==> config.mk <==
export PLATFORM = sky130hd
export DESIGN_NAME = tmpfmt_result
export DESIGN_NICKNAME = d
export VERILOG_FILES = /design/src/tmpfmt_pkg.sv /design/src/tmpfmt_conv_if.sv /design/src/tmpfmt_encode.sv /design/src/tmpfmt_result.sv
export SDC_FILE = /design/constraint.sdc
export NUM_CORES = 1
export LEC_CHECK = 0
export ABC_CLOCK_PERIOD_IN_PS = 3400
export BUFFER_PORTS_ARGS = -buffer_cell sky130_fd_sc_hd__buf_2
export CORE_UTILIZATION = 55
export DETAILED_ROUTE_END_ITERATION = 7
export PLACE_DENSITY = 0.81
export SYNTH_ARGS = -nofsm -noshare
export SYNTH_HDL_FRONTEND = slang
export SYNTH_SLANG_ARGS = --single-unit
==> constraint.sdc <==
create_clock -name clk -period 3.4 [get_ports clk]
set_input_delay 0.17 -clock clk [delete_from_list [all_inputs] [get_ports clk]]
set_output_delay 0.17 -clock clk [all_outputs]
set_load 0.02 [all_outputs]
==> src/tmpfmt_pkg.sv <==
// Purpose: Shared constants for the temperature result formatter.
// Assumes: Raw conversion samples arrive as signed counts of 0.0625 degree steps.
// Notes:   Limit reset values are plain defaults; the bench checks them as 4b00 and 5000 after reset.
package tmpfmt_pkg;
    localparam int          CODE_W     = 12;
    localparam int          REG_W      = 16;
    localparam int          PAD_W      = 4;
    localparam int          BYTE_W     = 8;
    localparam logic [11:0] CODE_MAX   = 12'h7ff;
    localparam logic [11:0] CODE_MIN   = 12'h800;
    localparam logic [15:0] RESULT_RST = 16'h0000;
    localparam logic [15:0] TLOW_RST   = 16'h4b00;
    localparam logic [15:0] THIGH_RST  = 16'h5000;
    localparam logic [3:0]  PAD_ZERO   = 4'h0;
    localparam logic        SEL_LOW    = 1'b0;
    localparam logic        SEL_HIGH   = 1'b1;
    localparam logic        BYTE_MSB   = 1'b0;
    localparam logic        BYTE_LSB   = 1'b1;
endpackage

==> src/tmpfmt_conv_if.sv <==
// Purpose: Carries raw samples to the encoder and codes back to the register logic.
// Assumes: One clock domain.
// Notes:   Raw is a signed count of 0.0625 degree steps.
`timescale 1ns/10ps
interface tmpfmt_conv_if #(
    parameter int RAW_W = 16
);
    logic signed [RAW_W-1:0] raw;
    logic                    rawValid;
    logic [11:0]             code;
    logic                    codeValid;

    modport enc (input raw, input rawValid, output code, output codeValid);
    modport regs (output raw, output rawValid, input code, input codeValid);
endinterface

==> src/tmpfmt_encode.sv <==
// Purpose: Turns a raw signed sample into a saturated 12-bit two's complement code.
// Assumes: RAW_W is at least 13 so that out-of-range values can be seen.
// Notes:   One cycle of latency; codeValid pulses one cycle after rawValid.
`timescale 1ns/10ps
module tmpfmt_encode #(
    parameter int RAW_W = 16
) (
    input  wire logic clk,
    input  wire logic rst,
    tmpfmt_conv_if.enc conv
);
    localparam logic signed [RAW_W-1:0] satHi = {{(RAW_W-12){1'b0}}, tmpfmt_pkg::CODE_MAX};
    localparam logic signed [RAW_W-1:0] satLo = {{(RAW_W-12){1'b1}}, tmpfmt_pkg::CODE_MIN};

    // Clamp before truncating so 128 degrees cannot wrap into a negative code
    wire logic        overHi = conv.raw > satHi;
    wire logic        underLo = conv.raw < satLo;
    wire logic [11:0] next_code = overHi ? tmpfmt_pkg::CODE_MAX :
                                  underLo ? tmpfmt_pkg::CODE_MIN :
                                  conv.raw[11:0];

    // Code register
    always_ff @(posedge clk) begin
        if (rst) begin
            conv.code      <= 12'h000;
            conv.codeValid <= 1'b0;
        end else begin
            conv.codeValid <= conv.rawValid;
            if (conv.rawValid) begin
                conv.code <= next_code;
            end
        end
    end

    // Saturation at both ends of the code span
    a_sat_high: assert property (@(posedge clk) disable iff (rst)
        conv.rawValid && conv.raw > satHi |=> conv.code == tmpfmt_pkg::CODE_MAX)
        else $error("Positive overrange not saturated to 7ff");

    a_sat_low: assert property (@(posedge clk) disable iff (rst)
        conv.rawValid && conv.raw < satLo |=> conv.code == tmpfmt_pkg::CODE_MIN)
        else $error("Negative overrange not saturated to 800");

    // Sign bit survives the clamp; published reference points
    a_code_sign: assert property (@(posedge clk) disable iff (rst)
        conv.rawValid |=> conv.code[11] == $past(conv.raw[RAW_W-1]))
        else $error("Code sign bit differs from sample sign");

    a_ref_points: assert property (@(posedge clk) disable iff (rst)
        conv.rawValid && conv.raw == -RAW_W'(400) |=> conv.code == 12'he70)
        else $error("Minus 25 degrees did not encode as e70");

    a_ref_quarter: assert property (@(posedge clk) disable iff (rst)
        conv.rawValid && conv.raw == -RAW_W'(4) |=> conv.code == 12'hffc)
        else $error("Minus 0.25 degrees did not encode as ffc");
endmodule

==> src/tmpfmt_result.sv <==
// Purpose: Read-only temperature result register with byte read port and limits.
// Assumes: The serial engine outside turns bus bytes into the strobes below.
// Notes:   A read snapshots the result so both bytes come from one conversion.
`timescale 1ns/10ps
module tmpfmt_result #(
    parameter int RAW_W = 16
) (
    input  wire logic              clk,
    input  wire logic              rst,
    input  wire logic              convDone,
    input  wire logic signed [RAW_W-1:0] convRaw,
    input  wire logic              rdByte,
    input  wire logic              rdFirst,
    input  wire logic              wrResult,
    input  wire logic [15:0]       wrData,
    input  wire logic              limWr,
    input  wire logic              limSel,
    output      logic [15:0]       tempResult,
    output      logic [15:0]       limitLow,
    output      logic [15:0]       limitHigh,
    output      logic [7:0]        rdData,
    output      logic              rdValid,
    output      logic              resultFresh,
    output      logic              atOrAboveHigh,
    output      logic              belowLow
);
    tmpfmt_conv_if #(.RAW_W(RAW_W)) conv ();

    tmpfmt_encode #(.RAW_W(RAW_W)) uEncode (
        .clk  (clk),
        .rst  (rst),
        .conv (conv)
    );

    logic [15:0] snapshot;
    logic        byteIdx;

    // Signed code held in the upper twelve bits of a register word
    function automatic logic signed [11:0] codeOf(input logic [15:0] word);
        return signed'(word[15:4]);
    endfunction

    // Raw sample feeds the encoder
    assign conv.raw      = convRaw;
    assign conv.rawValid = convDone;

    // Next values for the result word, limits and flags
    wire logic [15:0] next_result  = {conv.code, tmpfmt_pkg::PAD_ZERO};
    wire logic        next_high    = signed'(conv.code) >= codeOf(limitHigh);
    wire logic        next_low     = signed'(conv.code) < codeOf(limitLow);
    wire logic [15:0] next_limit   = {wrData[15:4], tmpfmt_pkg::PAD_ZERO};
    wire logic [15:0] readWord     = rdFirst ? tempResult : snapshot;
    wire logic        readIdx      = rdFirst ? tmpfmt_pkg::BYTE_MSB : byteIdx;
    wire logic [7:0]  next_rdData  = (readIdx == tmpfmt_pkg::BYTE_MSB) ?
                                     readWord[15:8] : readWord[7:0];

    // Result register; wrResult is deliberately not consulted here
    always_ff @(posedge clk) begin
        if (rst) begin
            tempResult    <= tmpfmt_pkg::RESULT_RST;
            resultFresh   <= 1'b0;
            atOrAboveHigh <= 1'b0;
            belowLow      <= 1'b0;
        end else begin
            resultFresh <= conv.codeValid;
            if (conv.codeValid) begin
                tempResult    <= next_result;
                atOrAboveHigh <= next_high;
                belowLow      <= next_low;
            end
        end
    end

    // Limit registers; low nibble forced to zero to match the result format
    always_ff @(posedge clk) begin
        if (rst) begin
            limitLow  <= tmpfmt_pkg::TLOW_RST;
            limitHigh <= tmpfmt_pkg::THIGH_RST;
        end else if (limWr) begin
            if (limSel == tmpfmt_pkg::SEL_HIGH) begin
                limitHigh <= next_limit;
            end else begin
                limitLow <= next_limit;
            end
        end
    end

    // Byte read port; stopping after one byte leaves nothing to clean up
    always_ff @(posedge clk) begin
        if (rst) begin
            snapshot <= tmpfmt_pkg::RESULT_RST;
            byteIdx  <= tmpfmt_pkg::BYTE_MSB;
            rdData   <= 8'h00;
            rdValid  <= 1'b0;
        end else begin
            rdValid <= rdByte;
            if (rdByte) begin
                rdData  <= next_rdData;
                byteIdx <= ~readIdx;
                if (rdFirst) begin
                    snapshot <= tempResult;
                end
            end
        end
    end

    // Result word: padding, update path and immunity to bus writes
    a_left_just: assert property (@(posedge clk) disable iff (rst)
        tempResult[3:0] == tmpfmt_pkg::PAD_ZERO && limitLow[3:0] == tmpfmt_pkg::PAD_ZERO
        && limitHigh[3:0] == tmpfmt_pkg::PAD_ZERO)
        else $error("Low nibble of a register word is not zero");

    // Past code, so a conversion on the very next cycle cannot confuse it
    a_conv_update: assert property (@(posedge clk) disable iff (rst)
        convDone |=> ##1 (resultFresh && tempResult[15:4] == $past(conv.code)))
        else $error("Conversion did not reach the result register");

    a_fresh_pulse: assert property (@(posedge clk) disable iff (rst)
        conv.codeValid
        |=> resultFresh && tempResult == {$past(conv.code), tmpfmt_pkg::PAD_ZERO})
        else $error("New code was not loaded into the result word");

    a_result_hold: assert property (@(posedge clk) disable iff (rst)
        !conv.codeValid |=> $stable(tempResult) && !resultFresh)
        else $error("Result word moved without a conversion");

    a_write_ignored: assert property (@(posedge clk) disable iff (rst)
        wrResult && !conv.codeValid |=> $stable(tempResult))
        else $error("Bus write changed the result register");

    a_ref_25: assert property (@(posedge clk) disable iff (rst)
        convDone && convRaw == RAW_W'(400) |=> ##1 tempResult == 16'h1900)
        else $error("25 degrees did not read as 1900");

    // Byte read port: order, answer timing and restart after a short read
    a_msb_first: assert property (@(posedge clk) disable iff (rst)
        rdByte && rdFirst |=> rdValid && rdData == $past(tempResult[15:8]))
        else $error("First byte of a read is not the upper byte");

    a_lsb_second: assert property (@(posedge clk) disable iff (rst)
        rdByte && rdFirst ##1 (rdByte && !rdFirst)
        |=> rdValid && rdData == $past(tempResult[7:0], 2))
        else $error("Second byte of a read is not the lower byte");

    // A third byte wraps back to the upper byte of the same snapshot
    a_third_byte: assert property (@(posedge clk) disable iff (rst)
        rdByte && rdFirst ##1 (rdByte && !rdFirst) [*2]
        |=> rdValid && rdData == $past(tempResult[15:8], 3))
        else $error("Third byte of a read is not the snapshot upper byte");

    a_rd_answer: assert property (@(posedge clk) disable iff (rst)
        rdByte |=> rdValid)
        else $error("Byte request got no answer");

    a_rd_idle: assert property (@(posedge clk) disable iff (rst)
        !rdByte |=> !rdValid && $stable(rdData))
        else $error("Read port answered without a request");

    a_idx_toggle: assert property (@(posedge clk) disable iff (rst)
        rdByte && !rdFirst |=> byteIdx == ~$past(byteIdx))
        else $error("Byte index did not alternate");

    a_snap_take: assert property (@(posedge clk) disable iff (rst)
        rdByte && rdFirst |=> snapshot == $past(tempResult))
        else $error("Snapshot not taken at the first byte");

    // Snapshot must not follow a conversion between the two bytes
    a_snap_hold: assert property (@(posedge clk) disable iff (rst)
        !(rdByte && rdFirst) |=> $stable(snapshot))
        else $error("Snapshot changed inside a read");

    a_short_read: assert property (@(posedge clk) disable iff (rst)
        rdByte && rdFirst ##1 (!rdByte) [*2] ##1 (rdByte && rdFirst)
        |=> rdData == $past(tempResult[15:8]))
        else $error("Read after a one-byte read did not restart at the upper byte");

    a_restart_idx: assert property (@(posedge clk) disable iff (rst)
        rdByte && rdFirst |=> byteIdx == tmpfmt_pkg::BYTE_LSB)
        else $error("First byte did not point the next one at the lower byte");

    // Limits: write path and comparison against each new result
    a_limit_cmp: assert property (@(posedge clk) disable iff (rst)
        resultFresh |-> atOrAboveHigh == (codeOf(tempResult) >= codeOf($past(limitHigh)))
                        && belowLow == (codeOf(tempResult) < codeOf($past(limitLow))))
        else $error("Limit flags disagree with the new result");

    a_high_write: assert property (@(posedge clk) disable iff (rst)
        limWr && limSel == tmpfmt_pkg::SEL_HIGH
        |=> limitHigh == {$past(wrData[15:4]), tmpfmt_pkg::PAD_ZERO})
        else $error("High limit write did not land");

    a_low_write: assert property (@(posedge clk) disable iff (rst)
        limWr && limSel == tmpfmt_pkg::SEL_LOW
        |=> limitLow == {$past(wrData[15:4]), tmpfmt_pkg::PAD_ZERO})
        else $error("Low limit write did not land");

    a_high_untouched: assert property (@(posedge clk) disable iff (rst)
        limWr && limSel == tmpfmt_pkg::SEL_LOW |=> $stable(limitHigh))
        else $error("Low limit write disturbed the high limit");

    a_limit_hold: assert property (@(posedge clk) disable iff (rst)
        !limWr |=> $stable(limitHigh) && $stable(limitLow))
        else $error("Limit moved without a limit write");

    // Flags are levels; they only move with a new result
    a_flag_hold: assert property (@(posedge clk) disable iff (rst)
        !conv.codeValid |=> $stable(atOrAboveHigh) && $stable(belowLow))
        else $error("Limit flag moved without a conversion");
endmodule

==> results of run 1 <==
power by group:
| part | leakage, nW | switching, W | internal [W] |
|---|---|---|---|
| clock | 0.0996 | 0.000358 | 0.000342 |
| combinational | 1.15 | 0.000155 | 0.0000939 |
| sequential | 0.636 | 0.0000341 | 0.000944 |
per-stage QoR:
step                      hold slack, ns  power, W
after detailed placement           0.393   0.00125
after global routing              0.0266   0.00202
final                             0.0355   0.00193
after CTS                         0.0265   0.00193
after floorplan                    0.288   0.00118
after global placement             0.387   0.00124
cells in the final DEF, fill, tap and decap left out, types with 2 or more instances in the layout:
cell	Yosys	layout
nor2b_1	4	4
a31oi_1	2	2
nand3b_1	2	2
clkbuf_8	0	9
conb_1	1	12
and2_1	6	6
nand2_1	79	79
a211o_1	4	4
ha_1	23	23
buf_2	7	82
o21ai_0	22	22
a21oi_1	48	48
mux2i_1	30	30
o31ai_1	2	2
dfxtp_1	78	78
inv_1	25	25
clkinv_4	0	2
nor2_1	33	33
o21bai_1	2	2
clkinv_2	0	2
nand2b_1	14	14
nand4_1	5	5
o31a_1	2	2
kinds of logic (layout without fill, tap and decap cells):
family | after synthesis | count (layout)
buf+inv | 61 | 124
fa+ha+maj | 23 | 23
mux | 30 | 30
flops | 78 | 78
compound gates | 88 | 88
other cells | 1 | 12
simple gates | 147 | 147
worst max-delay path, stage by stage (launching register included):
cell       delay [ns]
dfxtp_1          0.36
inv_1            0.05
ha_1             0.30
nand4_1          0.15
nor4_2           0.34
o31a_1           0.25
nand4bb_1        0.16
a311oi_2         0.10
state kept, by name (all words and copies together), names as in the netlist:
signal / cells
rdData: 8
snapshot: 16
rdValid: 1
limitLow: 12
limitHigh: 12
resultFresh: 1
atOrAboveHigh: 1
uEncode.conv.code: 12
byteIdx: 1
belowLow: 1
tempResult: 12
uEncode.conv.codeValid: 1
final cells by class:
class / instances / area [um2]
well taps: 77 / 96.3
clock buffers: 9 / 124
inverters: 25 / 93.8
fillers: 543 / 2170
multi-input cells: 300 / 1780
flip-flops and latches: 78 / 1560
clock inverters: 7 / 73.8
repair buffers: 83 / 418
path summary, 6_finish.rpt:
check,start,to,depth (start not counted)
hold reg to reg,snapshot[12],snapshot[12],2
hold / removal,wrData[14],limitLow[14],2
setup reg to reg,limitLow[13],belowLow,7
setup / recovery,limitLow[13],belowLow,7
routing by layer:
layer / GRT usage [%] / vias to the layer above
met3: 6.15 / 12
met2: 40.2 / 78
met1: 30.3 / 1440
met4: 7.93 / 0
li1: - / 1540
met5: 0 / -
==> results.txt, run 1 <==
Setup Buffers After CTS -> 0
CTS Buffer Depth -> 2
Adder-cell share of the synthesized area -> 8.03%
Synth top area share -> 43.6%
Met1 WL -> 3670 um
Port bufs -> 82
Mean routed wirelength per cell -> 13.7 um
FMAX -> 538 MHz
Fin nets -> 560
First-pass GRT wire length -> 12,400 um
Fin. Hold Viols -> 0
#FFs+latches synth -> 78
Largest family of logic cells by synthesized area -> simple AND/OR/NAND/NOR gates
Asr flop ratio synth -> 0%
Synth Area in Simple Gates -> 18.2%
Post_cts resized -> 0
CP Max Fanout -> 3
Num CTS Buffers -> 9
Synth Flop Type -> dfxtp_1
PD cells -> 464 nW/um2
Outcome -> finished, final reports clean
Clock Skews -> 0.00800 ns
I/O pin total -> 100
Clock-pin slew on the worst setup and hold paths -> 0.08 ns
Synth warnings -> 0
Sum Neg Setup Slack -> 0 ns
Detailed-route via count -> 3,070
Hold buffers post-CTS -> 0
Critical path class -> reg -> reg
Die Ht -> 82.7 um
Non-filler cells, final -> 579
Count leader, synth -> nand2_1
Synth Area in XOR/XNOR -> 0%
Most area-consuming cells after synthesis -> dfxtp_1 44%, mux2i_1 8.4%, nand2_1 8.3%, ha_1 8.0%, a21oi_1 6.7%
Finished Core Util -> 65.7%
Final ANT Viol Nets -> 0
Leak -> 1.88 nW
CP Data Arrival Time -> 2.05 ns
CP required -> 3.59 ns
Clock latency on the worst-skew pair -> 0.35 ns
P&R area growth vs syn -> 15.7%
DRC -> 0
Via density per instance -> 5.30
Placeable Area -> 6310 um2
Hold WC Path Type -> in -> reg
Post-synth top area cell -> dfxtp_1
Mapped Cells -> 428
GP Congestion -> 0.798
Die ar. -> 6840 um2
Fin. max-slew vios -> 0
Initial Util -> 56.8%
Number of synthesized flops with an enable pin -> 0
Worst IR Drop VDD -> 343 uV
Half-perimeter wire length after placement -> 5740 um
Global route total overflow -> 0
Largest net degree at the start of global routing -> 42
Die X-Extent -> 82.7 um
Final setup violation count -> 0
Maximum Capacitance Violations -> 0
Fin crit period -> 1.86 ns
Avg Inst Size Synth -> 8.37 um2
Placed cell count -> 563
Post-synthesis sequential area ratio -> 43.6%
Met2 wire len -> 3780 um
Final period util -> 54.6%
Total Routing Usage GR -> 24.2%
Initial antenna violation count -> 0
DP Area -> 3950 um2
RSZ-0062 raised after global routing -> false
H-tree levels -> 3
Worst-margin pin slew -> 1.10 ns
Fin area -> 4150 um2
Crit end category -> register
# rows -> 29
Post-synthesis mux area share -> 8.38%
Sink Count -> 78
Place WS -> 1.57 ns
Total Wirelength -> 7920 um
Worst relative slew slack -> 26.3%
Top sig layer -> met4
Synth cell types -> 33
Mapped Area -> 3580 um2
DR iter-0 viols -> 164
Share of layout cells above drive strength 1 -> 20.1%
TritonRoute pass-1 iters -> 4
Ranking of synthesized cells by instance count -> 79 x nand2_1, 78 x dfxtp_1, 48 x a21oi_1
CTS tree -> yes
Worst R2R Setup Slack -> 1.54 ns
# diodes -> 0
Worst Setup Slack, final -> 1.54 ns
Startpoint types -> register
Post-synthesis compound-gate area fraction -> 13.8%
Vias in the first global route -> 2,704
WL met3 -> 343 um
CTS root buf -> clkbuf_8
No activity file was read; power rests on OpenSTA's default activity.
==> inputs of run 2 (changes only) <==
--- a/config.mk
+++ b/config.mk
@@ -5,11 +5,12 @@
 export SDC_FILE = /design/constraint.sdc
 export NUM_CORES = 1
 export LEC_CHECK = 0
-export ABC_CLOCK_PERIOD_IN_PS = 3400
+export ABC_AREA = 1
+export ABC_CLOCK_PERIOD_IN_PS = 1700
 export BUFFER_PORTS_ARGS = -buffer_cell sky130_fd_sc_hd__buf_2
-export CORE_UTILIZATION = 55
+export CORE_UTILIZATION = 47
 export DETAILED_ROUTE_END_ITERATION = 7
-export PLACE_DENSITY = 0.81
+export PLACE_DENSITY = 0.74
 export SYNTH_ARGS = -nofsm -noshare
 export SYNTH_HDL_FRONTEND = slang
 export SYNTH_SLANG_ARGS = --single-unit
==> constraint.sdc (replaced) <==
create_clock -name clk -period 1.7 [get_ports clk]
set_input_delay 0.085 -clock clk [delete_from_list [all_inputs] [get_ports clk]]
set_output_delay 0.085 -clock clk [all_outputs]
set_load 0.02 [all_outputs]
==> run 2 against run 1 <==
Against the previous run: sequential power up 110%; first-iteration DRC count down 30%; global-route usage down 3.1 points; clock power up 120%; sequential cell count unchanged; clock skew up 0.011 ns; clock-buffer cell count unchanged; wire length down 0.45%.
==> results.txt, run 2 <==
Outcome -> finished, final reports clean
Final period util -> 92.4% (+38 points)
Final ANT Viol Nets -> 0 (unchanged)
Via density per instance -> 5.04 (-5.0%)
Hold WC Path Type -> in -> reg
Initial antenna violation count -> 0 (unchanged)
Most frequent cells in the layout -> 82 x buf_2, 78 x dfxtp_1, 69 x nand2_1, 60 x a21oi_1, 57 x inv_1
Commonest non-fill, non-tap cell in the layout -> buf_2
Ranking of synthesized cells by instance count -> 78 x dfxtp_1, 69 x nand2_1, 61 x a21oi_1
CP required -> 1.95 ns (-1.64 ns)
Critical path class -> reg -> reg
Vias in the first global route -> 2,739 (+1.3%)
CP Data Arrival Time -> 1.82 ns (-0.23 ns)
Most area-consuming cells after synthesis -> dfxtp_1 44%, a21oi_1 8.6%, ha_1 8.1%, nand2_1 7.3%, inv_1 6.0%
Count leader, synth -> dfxtp_1
Setup Buffers After CTS -> 0 (unchanged)
Die ar. -> 7910 um2 (+16%)
CTS root buf -> clkbuf_8
H-tree levels -> 3 (unchanged)
Largest net degree at the start of global routing -> 51 (+21%)
Port bufs -> 82 (unchanged)
Mean routed wirelength per cell -> 12.3 um (-9.9%)
Sink Count -> 78 (unchanged)
DR iter-0 viols -> 114 (-30%)
Worst R2R Path Depth -> 9 (+2)
#FFs+latches synth -> 78 (unchanged)
Clock latency on the worst-skew pair -> 0.36 ns (about the same)
PD cells -> 992 nW/um2 (+110%)
Net Sw Frac -> 28.8% (+0.39 points)
Fin crit period -> 1.57 ns (-0.287 ns)
Share of layout cells above drive strength 1 -> 21.4% (+1.3 points)
Fin. Hold Viols -> 0 (unchanged)
Worst setup path end -> atOrAboveHigh
Synth cell types -> 28 (-15%)
Sum Neg Setup Slack -> 0 ns (unchanged)
DRC -> 0 (unchanged)
Die X-Extent -> 89.0 um (+7.5%)
Num CTS Buffers -> 9 (unchanged)
Worst-margin pin slew -> 0.795 ns (-0.301 ns)
# diodes -> 0 (unchanged)
Maximum Capacitance Violations -> 0 (unchanged)
Avg Inst Size Synth -> 7.81 um2 (-6.7%)
Total Wirelength -> 7890 um (-0.45%)
Initial Util -> 48.7% (-8.0 points)
Post-synthesis sequential area ratio -> 43.9% (+0.37 points)
Worst setup path start -> limitHigh[15]
Die Ht -> 89.0 um (+7.5%)
Synth warnings -> 0 (unchanged)
Crit end category -> register
Worst flop-to-flop path startpoint -> limitHigh[15]
FMAX -> 637 MHz (+18%)
GP Congestion -> 0.803 (+0.63%)
Fin nets -> 599 (+7.0%)
Int Power -> 0.00302 W (+120%)
Max reg flops -> 16 (unchanged)
Fin. max-slew vios -> 0 (unchanged)
Number of synthesized flops with an enable pin -> 0 (unchanged)
Clock-pin slew on the worst setup and hold paths -> 0.08 ns (about the same)
P&R area growth vs syn -> 20.1%
Global route total overflow -> 0 (unchanged)
Synth top area share -> 43.9% (+0.37 points)
Seq pwr share -> 47.4% (-3.4 points)
Half-perimeter wire length after placement -> 5670 um (-1.1%)
Total Routing Usage GR -> 21.1% (-3.1 points)
# rows -> 31 (+6.9%)
I/O pin total -> 100 (unchanged)
Clock power frac -> 36.2% (about the same)
Worst reg2reg endpoint -> atOrAboveHigh
Worst R2R Setup Slack -> 0.13 ns (-1.41 ns)
Net switching power -> 0.00122 W (+120%)
Detailed-route via count -> 3,225 (+5.0%)
Post-synth top area cell -> dfxtp_1
Placeable Area -> 7290 um2 (+15%)
Finished Core Util -> 58.5% (-7.2 points)
Mapped Area -> 3550 um2 (-0.84%)
First-pass GRT wire length -> 12,600 um (+1.8%)
CTS tree -> yes
Gate power share -> 16.4% (+3.5 points)
Leak -> 2.03 nW (+8.1%)
Mapped Cells -> 455 (+6.3%)
TritonRoute pass-1 iters -> 4 (unchanged)
Worst relative slew slack -> 47.0% (+21 points)
Largest Register -> snapshot
Clock Skews -> 0.0190 ns (+0.0110 ns)
CP Max Fanout -> 4 (+1)
CTS Buffer Depth -> 2 (unchanged)
Final setup violation count -> 0 (unchanged)
Worst IR Drop VDD -> 483 uV (+41%)
Startpoint types -> register
Asr flop ratio synth -> 0% (unchanged)
Synth Flop Type -> dfxtp_1
==> run 2: cell count changes in the layout (fill, tap and decap cells not counted), sizes merged, moves of 14 or more <==
cell	previous run	this run
nand2b	14	0
a21oi	48	62
inv	26	61
mux2i	30	0
o21ai	23	60
==> run 2: logic make-up after synthesis <==
| kind of cell | count (synthesis) | share of synthesized area (%) |
|---|---|---|
| AO/OA/AOI/OAI | 141 | 21.6 |
| AND/OR/NAND/NOR | 115 | 13.7 |
| buffers and inverters | 97 | 12.6 |
| flip-flops | 78 | 43.9 |
| adder cells (fa/ha/maj) | 23 | 8.10 |
| other | 1 | 0.106 |
==> run 2: routing by layer <==
| metal | routed length [um] | global-route usage [%] | vias to the layer above |
|---|---|---|---|
| li1 | - | - | 1646 |
| met1 | 3580 | 27.4 | 1474 |
| met2 | 3800 | 34.7 | 94 |
| met3 | 366 | 3.97 | 11 |
| met4 | 137 | 8.66 | 0 |
| met5 | 0 | 0 | - |
==> run 2: area by class of cell <==
cell class / count / area [um2]
clock inverters: 7 / 98.8
fillers: 715 / 3030
repair buffers: 95 / 541
inverters: 61 / 229
multi-input cells: 291 / 1590
clock buffers: 9 / 124
flip-flops and latches: 78 / 1560
well taps: 99 / 124
==> run 2: worst max-delay path, stage by stage (launching register included) <==
cell     delay (ns)
dfxtp_1        0.33
inv_1          0.06
ha_1           0.34
nand2_2        0.10
nor3_2         0.27
nand2_1        0.11
nand4_1        0.08
nand3_1        0.09
nand2_1        0.07
inv_1          0.04
==> run 2: timing repair <==
item,4_1_cts,5_1_grt
resized for setup,0,1
hold endpoints to repair,10,0
endpoints found under the setup margin,0,1
hold buffers,8,0
==> run 2: power groups by stage <==
stage	combinational [W]	sequential (W)	clock, W
2_1_floorplan	0.000409	0.00213	0
3_3_place_gp	0.000655	0.00205	0
3_5_place_dp	0.000674	0.00205	0
4_1_cts	0.000694	0.00201	0.00156
5_1_grt	0.000783	0.00202	0.00164
6_report	0.000694	0.00201	0.00153
==> run 2: stage by stage <==
| step | cell area, um2 | hold slack [ns] | power [W] | cells | setup slack (ns) |
|---|---|---|---|---|---|
| 2_1_floorplan | 3590 | 0.188 | 0.00254 | 466 | 0.168 |
| 3_3_place_gp | 3960 | 0.317 | 0.00270 | 616 | 0.229 |
| 3_5_place_dp | 3960 | 0.322 | 0.00272 | 616 | 0.193 |
| 4_1_cts | 4260 | 0.00612 | 0.00426 | 640 | 0.128 |
| 5_1_grt | 4270 | 0.0129 | 0.00445 | 640 | -0.0157 |
| 6_report | 4270 | 0.0131 | 0.00423 | 640 | 0.130 |
==> run 2: how the worst min path moves through the flow <==
stage                start                    end  cells after the start
6_report        convRaw[8]   uEncode.conv.code[8]                      3
5_1_grt         convRaw[8]   uEncode.conv.code[8]                      3
4_1_cts         convRaw[8]   uEncode.conv.code[8]                      3
3_5_place_dp    wrData[11]           limitLow[11]                      3
3_3_place_gp    wrData[12]          limitHigh[12]                      3
2_1_floorplan  convRaw[15]  uEncode.conv.code[11]                      2
==> inputs of run 3 (changes only) <==
==> constraint.sdc (replaced) <==
create_clock -name clk -period 1.7 [get_ports clk]
set_input_delay 0.34 -clock clk [delete_from_list [all_inputs] [get_ports clk]]
set_output_delay 0.34 -clock clk [all_outputs]
set_load 0.02 [all_outputs]
==> run 3 against run 2 <==
Against the previous run: critical path depth rose by 1; register-to-register slack gained 0.04 ns; hold slack gained 0.20 ns; wire length up 0.44%; clock-buffer cell count is the same; final area down 0.26%; via count is 2.1% lower; non-clock buffer count down 5; global-route usage up 0.49 points; final cell count is 0.78% lower; core utilization shrank 0.15 points; critical path type unchanged; highest routed layer unchanged.
==> results.txt, run 3 (same netlist as run 2, synthesis figures left out) <==
Outcome -> finished, final reports clean
Crit end category -> register
# rows -> 31 (unchanged)
Share of layout cells above drive strength 1 -> 22.2% (+0.76 points)
Clock-pin slew on the worst setup and hold paths -> 0.08 ns (about the same)
Worst IR Drop VDD -> 579 uV (+20%)
P&R area growth vs syn -> 19.8%
FMAX -> 651 MHz (+2.3%)
Via density per instance -> 4.97 (-1.4%)
Fin. Hold Viols -> 0 (unchanged)
I/O pin total -> 100 (unchanged)
GP Congestion -> 0.815 (+1.5%)
Worst R2R Setup Slack -> 0.16 ns (+0.04 ns)
PD cells -> 1070 nW/um2 (+7.3%)
Fin crit period -> 1.54 ns (-0.0351 ns)
Placeable Area -> 7290 um2 (unchanged)
Leak -> 2.04 nW (+0.13%)
# diodes -> 0 (unchanged)
Hold WC Path Type -> in -> reg
Maximum Capacitance Violations -> 0 (unchanged)
Worst-margin pin slew -> 0.775 ns (-0.0196 ns)
Most frequent cells in the layout -> 82 x buf_2, 78 x dfxtp_1, 69 x nand2_1, 60 x a21oi_1, 57 x inv_1
Die X-Extent -> 89.0 um (unchanged)
Fin nets -> 594 (-0.83%)
Final ANT Viol Nets -> 0 (unchanged)
HP Start -> wrData[12]
Seq pwr share -> 44.3% (-3.1 points)
Port bufs -> 82 (unchanged)
Final setup violation count -> 0 (unchanged)
Global route total overflow -> 0 (unchanged)
CTS tree -> yes
TritonRoute pass-1 iters -> 4 (unchanged)
Largest net degree at the start of global routing -> 55 (+7.8%)
Clock latency on the worst-skew pair -> 0.36 ns (about the same)
Startpoint types -> register
CP required -> 2.00 ns (+0.05 ns)
Final period util -> 90.3% (-2.1 points)
DR iter-0 viols -> 137 (+20%)
Sink Count -> 78 (unchanged)
Worst reg2reg endpoint -> belowLow
Mean routed wirelength per cell -> 12.5 um (+1.2%)
Half-perimeter wire length after placement -> 5800 um (+2.3%)
First-pass GRT wire length -> 12,900 um (+2.4%)
CP Data Arrival Time -> 1.83 ns (about the same)
Clock power frac -> 40.6% (+4.4 points)
CTS root buf -> clkbuf_8
Worst flop-to-flop path startpoint -> limitLow[15]
Total Routing Usage GR -> 21.6% (+0.49 points)
H-tree levels -> 3 (unchanged)
Worst relative slew slack -> 48.3% (+1.3 points)
Commonest non-fill, non-tap cell in the layout -> buf_2
Initial Util -> 48.7% (unchanged)
Initial antenna violation count -> 0 (unchanged)
Detailed-route via count -> 3,156 (-2.1%)
Net Sw Frac -> 27.0% (-1.8 points)
Gate power share -> 15.1% (-1.3 points)
Num CTS Buffers -> 9 (unchanged)
Hold buffers post-CTS -> 0 (-8)
Worst R2R Path Depth -> 10 (+1)
CP Max Fanout -> 3 (-1)
Clock Skews -> 0.00714 ns (-0.0119 ns)
CTS Buffer Depth -> 2 (unchanged)
Net switching power -> 0.00122 W (+0.42%)
Hold WS -> 0.212 ns (+0.199 ns)
Vias in the first global route -> 2,860 (+4.4%)
Die ar. -> 7910 um2 (unchanged)
Critical path class -> reg -> reg
Cell count of the worst hold path -> 3 (unchanged)
Int Power -> 0.00331 W (+9.7%)
Total Wirelength -> 7920 um (+0.44%)
Largest Register -> snapshot
RSZ-0062 raised after global routing -> false
Die Ht -> 89.0 um (unchanged)
Sum Neg Setup Slack -> 0 ns (unchanged)
Fillers -> 707 (-1.1%)
Fin. max-slew vios -> 0 (unchanged)
Max reg flops -> 16 (unchanged)
Finished Core Util -> 58.4% (-0.15 points)
WHS Endpoint -> limitHigh[12]
DRC -> 0 (unchanged)
-- run 3: area by class of cell --
class	instances	area, um2	area share [%]
timing repair buffer	90	483	11.3
clock buffer	9	124	2.91
tap	99	124	2.91
sequential	78	1560	36.7
clock inverter	7	145	3.41
multi-input combinational	291	1590	37.3
inverter	61	229	5.38
-- run 3: worst max-delay path by stage --
stage                     slack, ns     startpoint                    to  cells after the start
final                          0.16   limitLow[15]              belowLow                     10
after global routing           0.01   limitLow[15]              belowLow                     10
after CTS                      0.16   limitLow[15]              belowLow                     11
after detailed placement       0.18  limitHigh[15]         atOrAboveHigh                      9
after global placement         0.20    convRaw[12]  uEncode.conv.code[2]                      5
after floorplan                0.17   limitLow[15]              belowLow                     10
-- run 3: what timing repair did --
action                                  CTS  global route
gates resized for setup                   0             1
endpoints found under the hold margin     0             0
buffers inserted                          0             1
endpoints found under the setup margin    0             1
-- run 3: power groups by stage --
stage	Combinational [W]	Sequential, W	Clock (W)
final	0.000683	0.00201	0.00184
after global routing	0.000772	0.00202	0.00196
after CTS	0.000682	0.00201	0.00187
after detailed placement	0.000678	0.00205	0
after global placement	0.000656	0.00205	0
after floorplan	0.000409	0.00213	0
-- run 3: worst max-delay path, cell delays in order, from the launching register on --
cell     delay (ns)
dfxtp_1        0.33
inv_1          0.06
ha_1           0.33
nand2_1        0.13
nor2_2         0.05
buf_4          0.13
a21oi_2        0.15
nand2_1        0.07
nand2_1        0.05
nand3_1        0.07
a21oi_2        0.12
-- run 3: through the flow --
| step | power (W) | setup WS (ns) | cells | cell area, um2 |
|---|---|---|---|---|
| after global routing | 0.00475 | 0.0144 | 635 | 4260 |
| after detailed placement | 0.00273 | 0.185 | 618 | 3980 |
| after floorplan | 0.00254 | 0.168 | 466 | 3590 |
| after global placement | 0.00270 | 0.196 | 618 | 3980 |
| after CTS | 0.00456 | 0.159 | 634 | 4240 |
| final | 0.00453 | 0.165 | 635 | 4260 |
-- run 3: per-layer routing --
| metal | part of all wire (%) | track usage [%] |
|---|---|---|
| met1 | 45 | 26.6 |
| met4 | 3.1 | 10.8 |
| met5 | 0 | 0 |
| met3 | 4.8 | 4.80 |
| met2 | 48 | 35.7 |
